==> config.mk <==
export PLATFORM = sky130hd
export DESIGN_NAME = cardbus_socket_mask_state
export DESIGN_NICKNAME = d
export VERILOG_FILES = /design/src/rtl/cbsock_pkg.sv /design/src/rtl/socket_event_track.sv /design/src/rtl/card_identify.sv /design/src/rtl/cardbus_socket_mask_state.sv
export SDC_FILE = /design/constraint.sdc
export NUM_CORES = 1
export LEC_CHECK = 0
export BUFFER_PORTS_ARGS = -buffer_cell sky130_fd_sc_hd__buf_4
export CAP_MARGIN = 15
export CORE_UTILIZATION = 52
export CTS_BUF_LIST = sky130_fd_sc_hd__clkbuf_16
export CTS_CLUSTER_SIZE = 28
export DETAILED_ROUTE_END_ITERATION = 12
export PLACE_DENSITY = 0.87
export SYNTH_ARGS = -nofsm -noshare
export SYNTH_HDL_FRONTEND = slang
export SYNTH_SLANG_ARGS = --single-unit
export TNS_END_PERCENT = 100
==> constraint.sdc <==
create_clock -name clk_sys_i -period 5.3 [get_ports clk_sys_i]
set_clock_uncertainty 0.1 [all_clocks]
set_input_delay 0.265 -clock clk_sys_i [delete_from_list [all_inputs] [get_ports clk_sys_i]]
set_output_delay 0.265 -clock clk_sys_i [all_outputs]
set_load 0.03 [all_outputs]
==> src/rtl/cbsock_pkg.sv <==
// Overview of operation
// - Event bits set on their conditions no matter what the mask holds.
// - Mask bit 3 lets a power-cycle event raise the status-change interrupt.
// - Mask bits 2:1 equal 11 enable detect events; 00 blocks; 01/10 reserved.
// - Mask bit 0 lets a card status-change event raise the interrupt.
// - Mask bits 31:4 and present-state bits 26:14 read zero.
// - Mask is power context: global reset only while the event function is on.
// - Present state shows live socket status and values forced by software.
// - Card type bits refresh only at card insertion or on a forced retest (force bit 14); voltage bits also take forced 1s.
// - Detect pin changes during card identification do not reach present state.
// - Future-voltage socket bits 31:30 read 0 unless forced.
// - Bit 29, low-voltage socket capability, reads 1 unless forced.
// - Bit 28, high-voltage socket capability, reads 1 unless device control bit 6.
// - Bit 27 shows zoomed-video support, 1 meaning enabled.
// - Bits 13:10 show card voltage support; a forced 1 sets each.
// - Bit 9 reads 1 during an invalid supply request or while forced to 1, otherwise 0.
// - Present state is read-only; reset shows bits 29 and 28 set plus live pins.
// - A set event bit with its mask enabled raises the status-change interrupt.
// - Status-change event: rising edge for CardBus cards, both edges for 16-bit cards.
// - Present-state bit 3 shows socket power, 0 when powered down.
// - Bits 2:1 mirror the detect pins, bit 0 the status-change pin level.
package cbsock_pkg;

	// ==========================================================
	// Register map
	localparam logic [7:0]  OFS_EVENT      = 8'h00;
	localparam logic [7:0]  OFS_MASK       = 8'h04;
	localparam logic [7:0]  OFS_PRESENT    = 8'h08;
	localparam logic [31:0] MASK_RESET     = 32'h0000_0000;

	// ==========================================================
	// Event and mask bit positions
	localparam int EV_STATUS   = 0;
	localparam int EV_DETECT1  = 1;
	localparam int EV_DETECT2  = 2;
	localparam int EV_POWER    = 3;
	localparam int EV_COUNT    = 4;
	localparam logic [1:0] CD_MASK_ON = 2'h3;

	// ==========================================================
	// Present-state bit positions
	localparam int PS_CARD_STATUS   = 0;
	localparam int PS_DETECT1       = 1;
	localparam int PS_DETECT2       = 2;
	localparam int PS_POWERED       = 3;
	localparam int PS_CARD_16BIT    = 4;
	localparam int PS_CARD_CARDBUS  = 5;
	localparam int PS_READY_IRQ     = 6;
	localparam int PS_BAD_SUPPLY    = 9;
	localparam int PS_CARD_VOLT_LO  = 10;
	localparam int PS_CARD_VOLT_HI  = 13;
	localparam int PS_ZOOMED        = 27;
	localparam int PS_HIGH_VOLT     = 28;
	localparam int PS_LOW_VOLT      = 29;
	localparam int PS_FUTURE_X      = 30;
	localparam int PS_FUTURE_Y      = 31;
	localparam int FORCE_CVSTEST    = 14;

	// ==========================================================
	// Timing
	localparam int CLK_MHZ           = 50;
	localparam int IDENTIFY_TIME_US  = 20;
	localparam int IDENTIFY_CYCLES   = IDENTIFY_TIME_US * CLK_MHZ;

	typedef struct packed {
		logic        sel;
		logic        wr;
		logic [7:0]  addr;
		logic [31:0] wdata;
	} reg_req_s;

	typedef struct packed {
		logic        wr;
		logic [31:0] data;
	} force_req_s;

	typedef struct packed {
		logic       card_detect_pin_1;
		logic       card_detect_pin_2;
		logic       card_status_change_pin;
		logic       ready_irq_pin;
		logic       socket_powered;
		logic       invalid_supply_request;
		logic       card_is_cardbus;
		logic [3:0] card_volt_sense;
	} socket_pins_s;

endpackage : cbsock_pkg

==> src/rtl/socket_event_track.sv <==
`timescale 1ns/1ps
module socket_event_track
	import cbsock_pkg::*;
#(
	parameter int N = EV_COUNT
) (
	input  wire logic         clk_sys_i,
	input  wire logic         ctx_rst_b_i,
	input  wire logic [N-1:0] watch_i,
	input  wire logic         cardbus_i,
	input  wire logic [N-1:0] clear_i,
	input  wire logic [N-1:0] force_i,
	output logic      [N-1:0] event_o
);

	logic [N-1:0] prev_r;
	logic [N-1:0] event_r;

	always_ff @(posedge clk_sys_i) begin
		if (!ctx_rst_b_i) begin
			// Load the idle pin levels so no false edge follows reset
			prev_r <= watch_i;
		end else begin
			prev_r <= watch_i;
		end
	end

	// ==========================================================
	// Per-bit sticky events, set beats clear
	genvar g;
	generate
		for (g = 0; g < N; g++) begin : g_ev
			logic hit;
			if (g == EV_STATUS) begin : g_sts
				// CardBus cards report only the rising edge
				assign hit = cardbus_i ? (watch_i[g] & ~prev_r[g])
				                       : (watch_i[g] ^ prev_r[g]);
			end else begin : g_lvl
				assign hit = watch_i[g] ^ prev_r[g];
			end
			always_ff @(posedge clk_sys_i) begin
				if (!ctx_rst_b_i) begin
					event_r[g] <= 1'b0;
				end else if (hit || force_i[g]) begin
					event_r[g] <= 1'b1;
				end else if (clear_i[g]) begin
					event_r[g] <= 1'b0;
				end
			end
		end
	endgenerate

	assign event_o = event_r;

endmodule : socket_event_track

==> src/rtl/card_identify.sv <==
`timescale 1ns/1ps
module card_identify
	import cbsock_pkg::*;
#(
	parameter int CYCLES = IDENTIFY_CYCLES
) (
	input  wire logic clk_sys_i,
	input  wire logic rst_b_i,
	input  wire logic detect_1_i,
	input  wire logic detect_2_i,
	input  wire logic retest_i,
	output logic      busy_o,
	output logic      capture_o
);

	typedef enum logic [0:0] {ID_IDLE, ID_RUN} id_state_e;

	id_state_e   state_r;
	logic [15:0] count_r;
	logic        present_r;
	logic        capture_r;
	logic        present;
	logic        start;

	// Both detect pins low means a card may be present
	assign present = ~detect_1_i & ~detect_2_i;
	assign start   = (present & ~present_r) | retest_i;

	always_ff @(posedge clk_sys_i) begin
		if (!rst_b_i) begin
			present_r <= 1'b0;
		end else begin
			present_r <= present;
		end
	end

	always_ff @(posedge clk_sys_i) begin
		if (!rst_b_i) begin
			state_r   <= ID_IDLE;
			count_r   <= '0;
			capture_r <= 1'b0;
		end else begin
			capture_r <= 1'b0;
			case (state_r)
				ID_IDLE: begin
					if (start) begin
						state_r <= ID_RUN;
						count_r <= 16'(CYCLES - 1);
					end
				end
				ID_RUN: begin
					if (count_r == 16'h0000) begin
						state_r   <= ID_IDLE;
						capture_r <= 1'b1;
					end else begin
						count_r <= count_r - 16'h0001;
					end
				end
				default: begin
					state_r <= ID_IDLE;
				end
			endcase
		end
	end

	assign busy_o    = (state_r == ID_RUN);
	assign capture_o = capture_r;

endmodule : card_identify

==> src/rtl/cardbus_socket_mask_state.sv <==
`timescale 1ns/1ps
module cardbus_socket_mask_state
	import cbsock_pkg::*;
#(
	parameter int ID_CYCLES = IDENTIFY_CYCLES
) (
	input  wire logic         clk_sys_i,
	input  wire logic         rst_b_i,
	input  wire logic         bus_reset_b_i,
	input  wire logic         power_management_event_en_i,
	input  wire logic         dev_ctrl_high_volt_off_i,
	input  wire logic         zoomed_video_enable_i,
	input  wire reg_req_s     reg_req_i,
	input  wire force_req_s   force_req_i,
	input  wire socket_pins_s pins_i,
	output logic [31:0]       reg_rdata_o,
	output logic              reg_ack_o,
	output logic              card_status_change_interrupt_o,
	output logic              identify_busy_o
);

	// ==========================================================
	// Resets
	logic ctx_rst_b;
	logic any_rst_b;

	// Context survives bus reset while the event function is on
	assign ctx_rst_b = rst_b_i & (bus_reset_b_i | power_management_event_en_i);
	assign any_rst_b = rst_b_i & bus_reset_b_i;

	// ==========================================================
	// Register decode
	logic wr_mask;
	logic wr_event;
	logic rd_any;

	assign wr_mask  = reg_req_i.sel & reg_req_i.wr & (reg_req_i.addr == OFS_MASK);
	assign wr_event = reg_req_i.sel & reg_req_i.wr & (reg_req_i.addr == OFS_EVENT);
	assign rd_any   = reg_req_i.sel & ~reg_req_i.wr;

	// ==========================================================
	// Socket mask
	logic       power_cycle_irq_mask_r;
	logic [1:0] card_detect_irq_mask_r;
	logic       status_change_irq_mask_r;

	always_ff @(posedge clk_sys_i) begin
		if (!ctx_rst_b) begin
			power_cycle_irq_mask_r   <= MASK_RESET[EV_POWER];
			card_detect_irq_mask_r   <= MASK_RESET[EV_DETECT2:EV_DETECT1];
			status_change_irq_mask_r <= MASK_RESET[EV_STATUS];
		end else if (wr_mask) begin
			// Bits above the mask field are dropped
			power_cycle_irq_mask_r   <= reg_req_i.wdata[EV_POWER];
			card_detect_irq_mask_r   <= reg_req_i.wdata[EV_DETECT2:EV_DETECT1];
			status_change_irq_mask_r <= reg_req_i.wdata[EV_STATUS];
		end
	end

	// ==========================================================
	// Card identification
	logic identify_busy;
	logic identify_capture;
	logic retest;

	assign retest = force_req_i.wr & force_req_i.data[FORCE_CVSTEST];

	card_identify #(
		.CYCLES (ID_CYCLES)
	) u_identify (
		.clk_sys_i  (clk_sys_i),
		.rst_b_i    (any_rst_b),
		.detect_1_i (pins_i.card_detect_pin_1),
		.detect_2_i (pins_i.card_detect_pin_2),
		.retest_i   (retest),
		.busy_o     (identify_busy),
		.capture_o  (identify_capture)
	);

	// ==========================================================
	// Live socket status
	logic card_detect_state_1_r;
	logic card_detect_state_2_r;
	logic card_status_level_r;
	logic ready_irq_r;
	logic socket_powered_r;

	always_ff @(posedge clk_sys_i) begin
		if (!any_rst_b) begin
			card_detect_state_1_r <= 1'b1;
			card_detect_state_2_r <= 1'b1;
		end else if (!identify_busy) begin
			// Pins are borrowed while a card is being identified
			card_detect_state_1_r <= pins_i.card_detect_pin_1;
			card_detect_state_2_r <= pins_i.card_detect_pin_2;
		end
	end

	always_ff @(posedge clk_sys_i) begin
		if (!any_rst_b) begin
			card_status_level_r <= 1'b0;
			ready_irq_r         <= 1'b0;
			socket_powered_r    <= 1'b0;
		end else begin
			card_status_level_r <= pins_i.card_status_change_pin;
			ready_irq_r         <= pins_i.ready_irq_pin;
			socket_powered_r    <= pins_i.socket_powered;
		end
	end

	// ==========================================================
	// Capabilities captured at insertion or forced
	logic [3:0] card_volt_r;
	logic       card_cardbus_r;
	logic       card_16bit_r;
	logic       future_y_volt_socket_r;
	logic       future_x_volt_socket_r;
	logic       low_volt_socket_r;
	logic       zoomed_forced_r;
	logic       zoomed_force_val_r;
	logic       invalid_forced_r;
	logic       invalid_supply_r;

	always_ff @(posedge clk_sys_i) begin
		if (!any_rst_b) begin
			card_volt_r    <= 4'h0;
			card_cardbus_r <= 1'b0;
			card_16bit_r   <= 1'b0;
		end else if (identify_capture) begin
			card_volt_r    <= pins_i.card_volt_sense;
			card_cardbus_r <= pins_i.card_is_cardbus;
			card_16bit_r   <= ~pins_i.card_is_cardbus;
		end else if (force_req_i.wr) begin
			card_volt_r <= card_volt_r
				| force_req_i.data[PS_CARD_VOLT_HI:PS_CARD_VOLT_LO];
		end
	end

	always_ff @(posedge clk_sys_i) begin
		if (!any_rst_b) begin
			future_y_volt_socket_r <= 1'b0;
			future_x_volt_socket_r <= 1'b0;
			low_volt_socket_r      <= 1'b1;
		end else if (force_req_i.wr) begin
			future_y_volt_socket_r <= force_req_i.data[PS_FUTURE_Y];
			future_x_volt_socket_r <= force_req_i.data[PS_FUTURE_X];
			low_volt_socket_r      <= ~force_req_i.data[PS_LOW_VOLT];
		end
	end

	always_ff @(posedge clk_sys_i) begin
		if (!any_rst_b) begin
			zoomed_forced_r    <= 1'b0;
			zoomed_force_val_r <= 1'b0;
			invalid_forced_r   <= 1'b0;
		end else if (force_req_i.wr) begin
			zoomed_forced_r    <= 1'b1;
			zoomed_force_val_r <= force_req_i.data[PS_ZOOMED];
			invalid_forced_r   <= force_req_i.data[PS_BAD_SUPPLY];
		end
	end

	always_ff @(posedge clk_sys_i) begin
		if (!any_rst_b) begin
			invalid_supply_r <= 1'b0;
		end else begin
			invalid_supply_r <= pins_i.invalid_supply_request | invalid_forced_r;
		end
	end

	// ==========================================================
	// Present-state image
	logic [31:0] present;
	logic        zoomed_video_capable;

	assign zoomed_video_capable = zoomed_forced_r ? zoomed_force_val_r
	                                              : zoomed_video_enable_i;

	always_comb begin
		present                   = 32'h0000_0000;
		present[PS_FUTURE_Y]      = future_y_volt_socket_r;
		present[PS_FUTURE_X]      = future_x_volt_socket_r;
		present[PS_LOW_VOLT]      = low_volt_socket_r;
		present[PS_HIGH_VOLT]     = ~dev_ctrl_high_volt_off_i;
		present[PS_ZOOMED]        = zoomed_video_capable;
		present[PS_CARD_VOLT_HI:PS_CARD_VOLT_LO] = card_volt_r;
		present[PS_BAD_SUPPLY]    = invalid_supply_r;
		present[PS_READY_IRQ]     = ready_irq_r;
		present[PS_CARD_CARDBUS]  = card_cardbus_r;
		present[PS_CARD_16BIT]    = card_16bit_r;
		present[PS_POWERED]       = socket_powered_r;
		present[PS_DETECT2]       = card_detect_state_2_r;
		present[PS_DETECT1]       = card_detect_state_1_r;
		present[PS_CARD_STATUS]   = card_status_level_r;
	end

	// ==========================================================
	// Socket events
	logic [EV_COUNT-1:0] watch;
	logic [EV_COUNT-1:0] ev_clear;
	logic [EV_COUNT-1:0] ev_force;
	logic [EV_COUNT-1:0] event_bits;

	assign watch    = {socket_powered_r, card_detect_state_2_r,
	                   card_detect_state_1_r, card_status_level_r};
	assign ev_clear = wr_event ? reg_req_i.wdata[EV_COUNT-1:0] : '0;
	assign ev_force = force_req_i.wr ? force_req_i.data[EV_COUNT-1:0] : '0;

	socket_event_track #(
		.N (EV_COUNT)
	) u_events (
		.clk_sys_i   (clk_sys_i),
		.ctx_rst_b_i (ctx_rst_b),
		.watch_i     (watch),
		.cardbus_i   (card_cardbus_r),
		.clear_i     (ev_clear),
		.force_i     (ev_force),
		.event_o     (event_bits)
	);

	// ==========================================================
	// Interrupt
	logic [EV_COUNT-1:0] irq_enable;
	logic                cd_enable;

	// Reserved detect-mask codes act as disabled
	assign cd_enable = (card_detect_irq_mask_r == CD_MASK_ON);

	always_comb begin
		irq_enable             = '0;
		irq_enable[EV_POWER]   = power_cycle_irq_mask_r;
		irq_enable[EV_DETECT2] = cd_enable;
		irq_enable[EV_DETECT1] = cd_enable;
		irq_enable[EV_STATUS]  = status_change_irq_mask_r;
	end

	always_ff @(posedge clk_sys_i) begin
		if (!ctx_rst_b) begin
			card_status_change_interrupt_o <= 1'b0;
		end else begin
			card_status_change_interrupt_o <= |(event_bits & irq_enable);
		end
	end

	// ==========================================================
	// Read path
	always_ff @(posedge clk_sys_i) begin
		if (!rst_b_i) begin
			reg_rdata_o <= 32'h0000_0000;
			reg_ack_o   <= 1'b0;
		end else begin
			reg_ack_o <= reg_req_i.sel;
			if (rd_any) begin
				case (reg_req_i.addr)
					OFS_EVENT:   reg_rdata_o <= 32'(event_bits);
					OFS_MASK:    reg_rdata_o <= {28'h0000000, power_cycle_irq_mask_r,
					                card_detect_irq_mask_r, status_change_irq_mask_r};
					OFS_PRESENT: reg_rdata_o <= present;
					default:     reg_rdata_o <= 32'h0000_0000;
				endcase
			end
		end
	end

	always_ff @(posedge clk_sys_i) begin
		if (!any_rst_b) begin
			identify_busy_o <= 1'b0;
		end else begin
			identify_busy_o <= identify_busy;
		end
	end

endmodule : cardbus_socket_mask_state

### After elaboration in Yosys (flattened, before gate mapping)

Cells that the tools add are included.
Widths: inputs -> output; s select.

* flip-flop bits (word level): 84
* latch bits: 0
* RAM bits: 0
* bits in read-only memories: 0
* input port bits: 92
* output and inout port bits: 35
* word-level logic and storage cells: 101
* memories: 0

* $add $sub $neg: 1
* multiply operators: 0
* divide/modulo/power cells: 0
* order comparisons: 0
* eq/ne operators: 5
* shifts and indexed selects: 0
* mux-type cells: 22
* bitwise gates (word level): 28
* reduce and logical (&&, ||, !) cells: 14

Operators with widths (number)
* $pmux 32 s3: 1
* $mux 16: 2
* $pmux 16 s2: 1
* $logic_not 16->1: 1
* $mux 4: 4
* $sub 16x1->16 const B: 1
* $mux 1: 13
* $and 1x1->1: 10
* $reduce_bool 2->1: 5
* $not 1->1: 9
* $eq 8x3->1 const B: 1
* $eq 8x4->1 const B: 1
* $logic_not 8->1: 1
* $and 4x4->4: 1
* $logic_or 1x1->1: 4
* $or 4x4->4: 1
* $reduce_and 2->1: 2
* $reduce_or 4->1: 1
* $xor 1x1->1: 4
* $or 1x1->1: 3
* $eq 2x2->1 const B: 1
* $ne 2x1->1 const B: 1
* $ne 2x2->1 const B: 1
* $pmux 1 s2: 1

### Logic depth before layout (Yosys ltp)

* depth after elaboration: 6
* mapped depth: 7

### Hierarchy

A second synthesis with hierarchy kept.

* cells, all modules: 304
* area total of the unflattened synthesis: 3029.2 um^2

By module, submodules not included
* cardbus_socket_mask_state: times used 1, cells an instance 176, area each 1769.2 um^2, sequential area each 840.8 um^2
* card_identify: times used 1, cells an instance 105, area each 985.9 um^2, sequential area each 380.4 um^2
* socket_event_track: times used 1, cells an instance 23, area each 274.0 um^2, sequential area each 160.2 um^2

### Worst setup path before layout

OpenSTA, ideal clock, no wires.

* path kind: reg-to-reg
* start: reg u_identify.count_r[6]
* end: reg u_identify.count_r[14]
* library setup time: 0.072 ns
* arrival time: 1.945 ns
* required time: 5.128 ns
* slack: 3.183 ns
* cell stages (with the launch flop): 5
* cell sequence: dfxtp_1 or4_4 or4_4 a2111oi_2 mux2i_1

* cells in the longest elaborated chain, start to end: 3

Ends and longest elaborated chain
* from (decl): RTL line card_identify.sv:19 `logic [15:0] count_r;`
* from (signal assigned): RTL line card_identify.sv:48 `count_r <= 16'(CYCLES - 1);`
* from (signal assigned): RTL line card_identify.sv:56 `count_r <= count_r - 16'h0001;`
* $sub 16x1->16 or $logic_not 16->1 (tied branches): RTL line card_identify.sv:56, card_identify.sv:52
* $mux 16 or $ne 2x2->1 (tied branches)
* $pmux 16 s2 or $reduce_and 2->1 (tied branches)

Several ways; a longest one is shown, not always the timed one. The select of a mux whose other input is x is not followed.
A chain may end at the register's enable or synchronous reset.

### Worst setup path in the final report

* start: reg u_identify.count_r[3]
* end: reg u_identify.count_r[10]

Same word-level chain as after synthesis.

==> impl_metrics.tcl <==
set metrics [dict create \
    status "completed" \
    ys.flop_type "dfxtp_1" \
    synthAdderAreaFrac 0.00813 \
    cts_made_buffers 9 \
    die_w_um 78.9 \
    syn2layout_area_growth_pct 23.4 \
    p_seq_frac 0.429 \
    peakVddDrop_uv 215 \
    cap_violations 0 \
    fin_crit_sh 0.464 \
    post_drt_wl_per_cell_um 16.0 \
    max_freq_ghz 0.406 \
    layout_common_cells "dfxtp_1, buf_4, nor2_1, mux2i_1, a21oi_1" \
    worstSetupPathType "reg2reg" \
    vias 2772 \
    syn_avg_cell_area_um2 9.18 \
    dpl_worst_slack_ns 2.99 \
    period_needed_ns 2.46 \
    htreeDepth 3 \
    post_cts_buffers 0 \
    dp_hpwl_um 4880 \
    p_int_uw 958 \
    grt.total_usage 0.250 \
    hold_viol 0 \
    rsz0062_at_grt "false" \
    power_density_nw_per_um2 338 \
    die_area_um2 6230 \
    final_common_cell "dfxtp_1" \
    start_util 0.549 \
    antenna_found_initial 0 \
    p_sw_uw 324 \
    worst_pin_slew_ns 0.996 \
    layout-drive-gt1-share 0.229 \
    finalNetCount 487 \
    synth-simple-area-share 0.221 \
    place_congestion 0.859 \
    p_comb_frac 0.127 \
    ant_nets 0 \
    swShare 0.253 \
    ys_seq_area_frac 0.449 \
    portBuffers 65 \
    fp.dieH_um 78.9 \
    grt_max_degree 28 \
    routed_via_density 5.90 \
    crit_chain "nor3_1 > nand2_1 > a2111oi_0 > mux2i_1" \
    globalRoute.totalOverflow 0 \
    critPathLaunchType "flip-flop" \
    cp_max_fo 9 \
    worstPathArrival_ns 2.62 \
    clk_path_buf_depth 2 \
    drc_errors 0 \
    clk_pin_slew_worst_paths_ns 0.05 \
    synth_top_family_by_area "simple AND/OR/NAND/NOR gates" \
    synth_seq_cells 69 \
    synthArstFlopShare 0 \
    synth_area_um2 3080 \
    drv_slew 0 \
    cts_root_buf "clkbuf_16" \
    critical_path_required_ns 5.46 \
    num_io_pins 127 \
    fin_setup_tns_ns 0 \
    num_rows 27 \
    syn_inst 335 \
    synth_edf_count 0 \
    dr.pass1.iters 4 \
    wl_um 7530 \
    slowest_stage "nor3_1" \
    finalSetupViolCount 0 \
    synthDistinctLibCells 50 \
    cts_resized 0 \
    grt_pass1_wl_um 12000 \
    diodes 0 \
    hp-class "in2reg" \
    critPathMaxStageDelay_ns 0.81 \
    cts_tree "yes" \
    fin_hold_ws_ns 0.0232 \
    slew_headroom 0.331 \
    synth.area.mux_share 0.0720 \
    leakage_nw 1.53 \
    clk_latency_ns 0.33 \
    cp-end-kind "flip-flop" \
    synth-compound-area-share 0.161 \
    grt_pass1_vias 2515 \
    synth_xor_xnor_area_share 0.0114 \
    cts_sinks 69 \
    clockPowerShare 0.444 \
    fin_ws_ns 2.84 \
    finalPower_mw 1.28 \
    num-fill-cells 428 \
    yosysWarnings 0 \
    core_area_um2 5610 \
    drt_iter0_markers 149 \
    ctsHoldBuffers 0 \
]
[layer usage]
| metal | GRT usage | part of all wire | wire length (µm) | vias up |
|---|---|---|---|---|
| met2 | 0.431 | 0.52 | 3890 | 141 |
| li1 | - | - | - | 1301 |
| met5 | 0 | 0 | 0 | - |
| met1 | 0.296 | 0.39 | 2960 | 1318 |
| met4 | 0.124 | 0.017 | 127 | 0 |
| met3 | 0.0483 | 0.073 | 551 | 12 |
[critical path, delay by kind of cell, from the launching register on]
kind | cells | cell delay, ns
compound gates | 1 | 0.56
mux | 1 | 0.23
flops | 1 | 0.34
simple gates | 2 | 1.15
[Yosys cell counts, types with 4 or more instances]
cell type / count / share of area
and3_1: 6 / 0.012
nor4_1: 4 / 0.0081
nor3_1: 4 / 0.0065
dfxtp_1: 69 / 0.45
o21ai_0: 13 / 0.021
a31oi_1: 5 / 0.010
mux2i_1: 21 / 0.068
or3_1: 8 / 0.016
clkbuf_1: 10 / 0.012
a211oi_1: 4 / 0.0098
a32o_1: 4 / 0.013
a22oi_1: 14 / 0.034
nor4b_1: 5 / 0.014
nor2b_1: 14 / 0.028
nand2_1: 18 / 0.022
inv_1: 7 / 0.0085
a21oi_1: 20 / 0.033
buf_4: 16 / 0.039
nand3_1: 10 / 0.016
nor2_1: 27 / 0.033
[power groups by stage]
stage / sequential [mW] / clock, mW / combinational, mW
5_1_grt: 0.551 / 0.593 / 0.178
2_1_floorplan: 0.555 / 0 / 0.122
3_3_place_gp: 0.559 / 0 / 0.154
6_report: 0.550 / 0.569 / 0.163
3_5_place_dp: 0.560 / 0 / 0.158
4_1_cts: 0.549 / 0.572 / 0.161
[metrics by stage]
stage | utilization | std cells | area [µm²]
3_3_place_gp | 0.626 | 454 | 3510
5_1_grt | 0.677 | 470 | 3800
4_1_cts | 0.677 | 470 | 3800
6_report | 0.677 | 470 | 3800
3_5_place_dp | 0.626 | 454 | 3510
2_1_floorplan | - | 349 | 3130
[path summary, 6_finish.rpt]
path / from / to / slack (ns) / cells after the start
worst max-delay path: u_identify.count_r[3]$_SDFFE_PN0P_ / u_identify.count_r[10]$_SDFFE_PN0P_ / 2.84 / 4
worst min-delay path: pins_i[9] / u_identify.present_r$_SDFF_PN0_ / 0.02 / 2
worst max register to register: u_identify.count_r[3]$_SDFFE_PN0P_ / u_identify.count_r[10]$_SDFFE_PN0P_ / 2.84 / 4
worst min register to register: card_status_level_r$_SDFF_PN0_ / u_events.prev_r[0]$_DFF_P_ / 0.28 / 0
[cells by family (layout without fill, tap and decap cells)]
kind of cell,count (synthesis),count (layout)
AO/OA/AOI/OAI,75,75
buffers and inverters,40,89
AND/OR/NAND/NOR,122,122
multiplexers,22,22
XOR/XNOR,4,4
adder cells (fa/ha/maj),2,2
flip-flops,69,69
other,1,15
[flip-flops by register name, indices dropped and copies added, names as in the netlist, 2 cells and up]
| signal | count |
|---|---|
| u_events.prev_r | 4 |
| card_volt_r | 4 |
| card_detect_irq_mask_r | 2 |
| u_identify.count_r | 16 |
| reg_rdata_o | 17 |
| u_events.event_o | 4 |
[layout make-up]
cell class / count / area, µm² / area share
Clock buffer: 9 / 225 / 0.0593
Clock inverter: 7 / 58.8 / 0.0155
Inverter: 7 / 26.3 / 0.00692
Multi-Input combinational cell: 240 / 1520 / 0.400
Sequential cell: 69 / 1380 / 0.364
Tap cell: 72 / 90.1 / 0.0237
Timing Repair Buffer: 66 / 495 / 0.131
(Power assumes the default switching activity.)
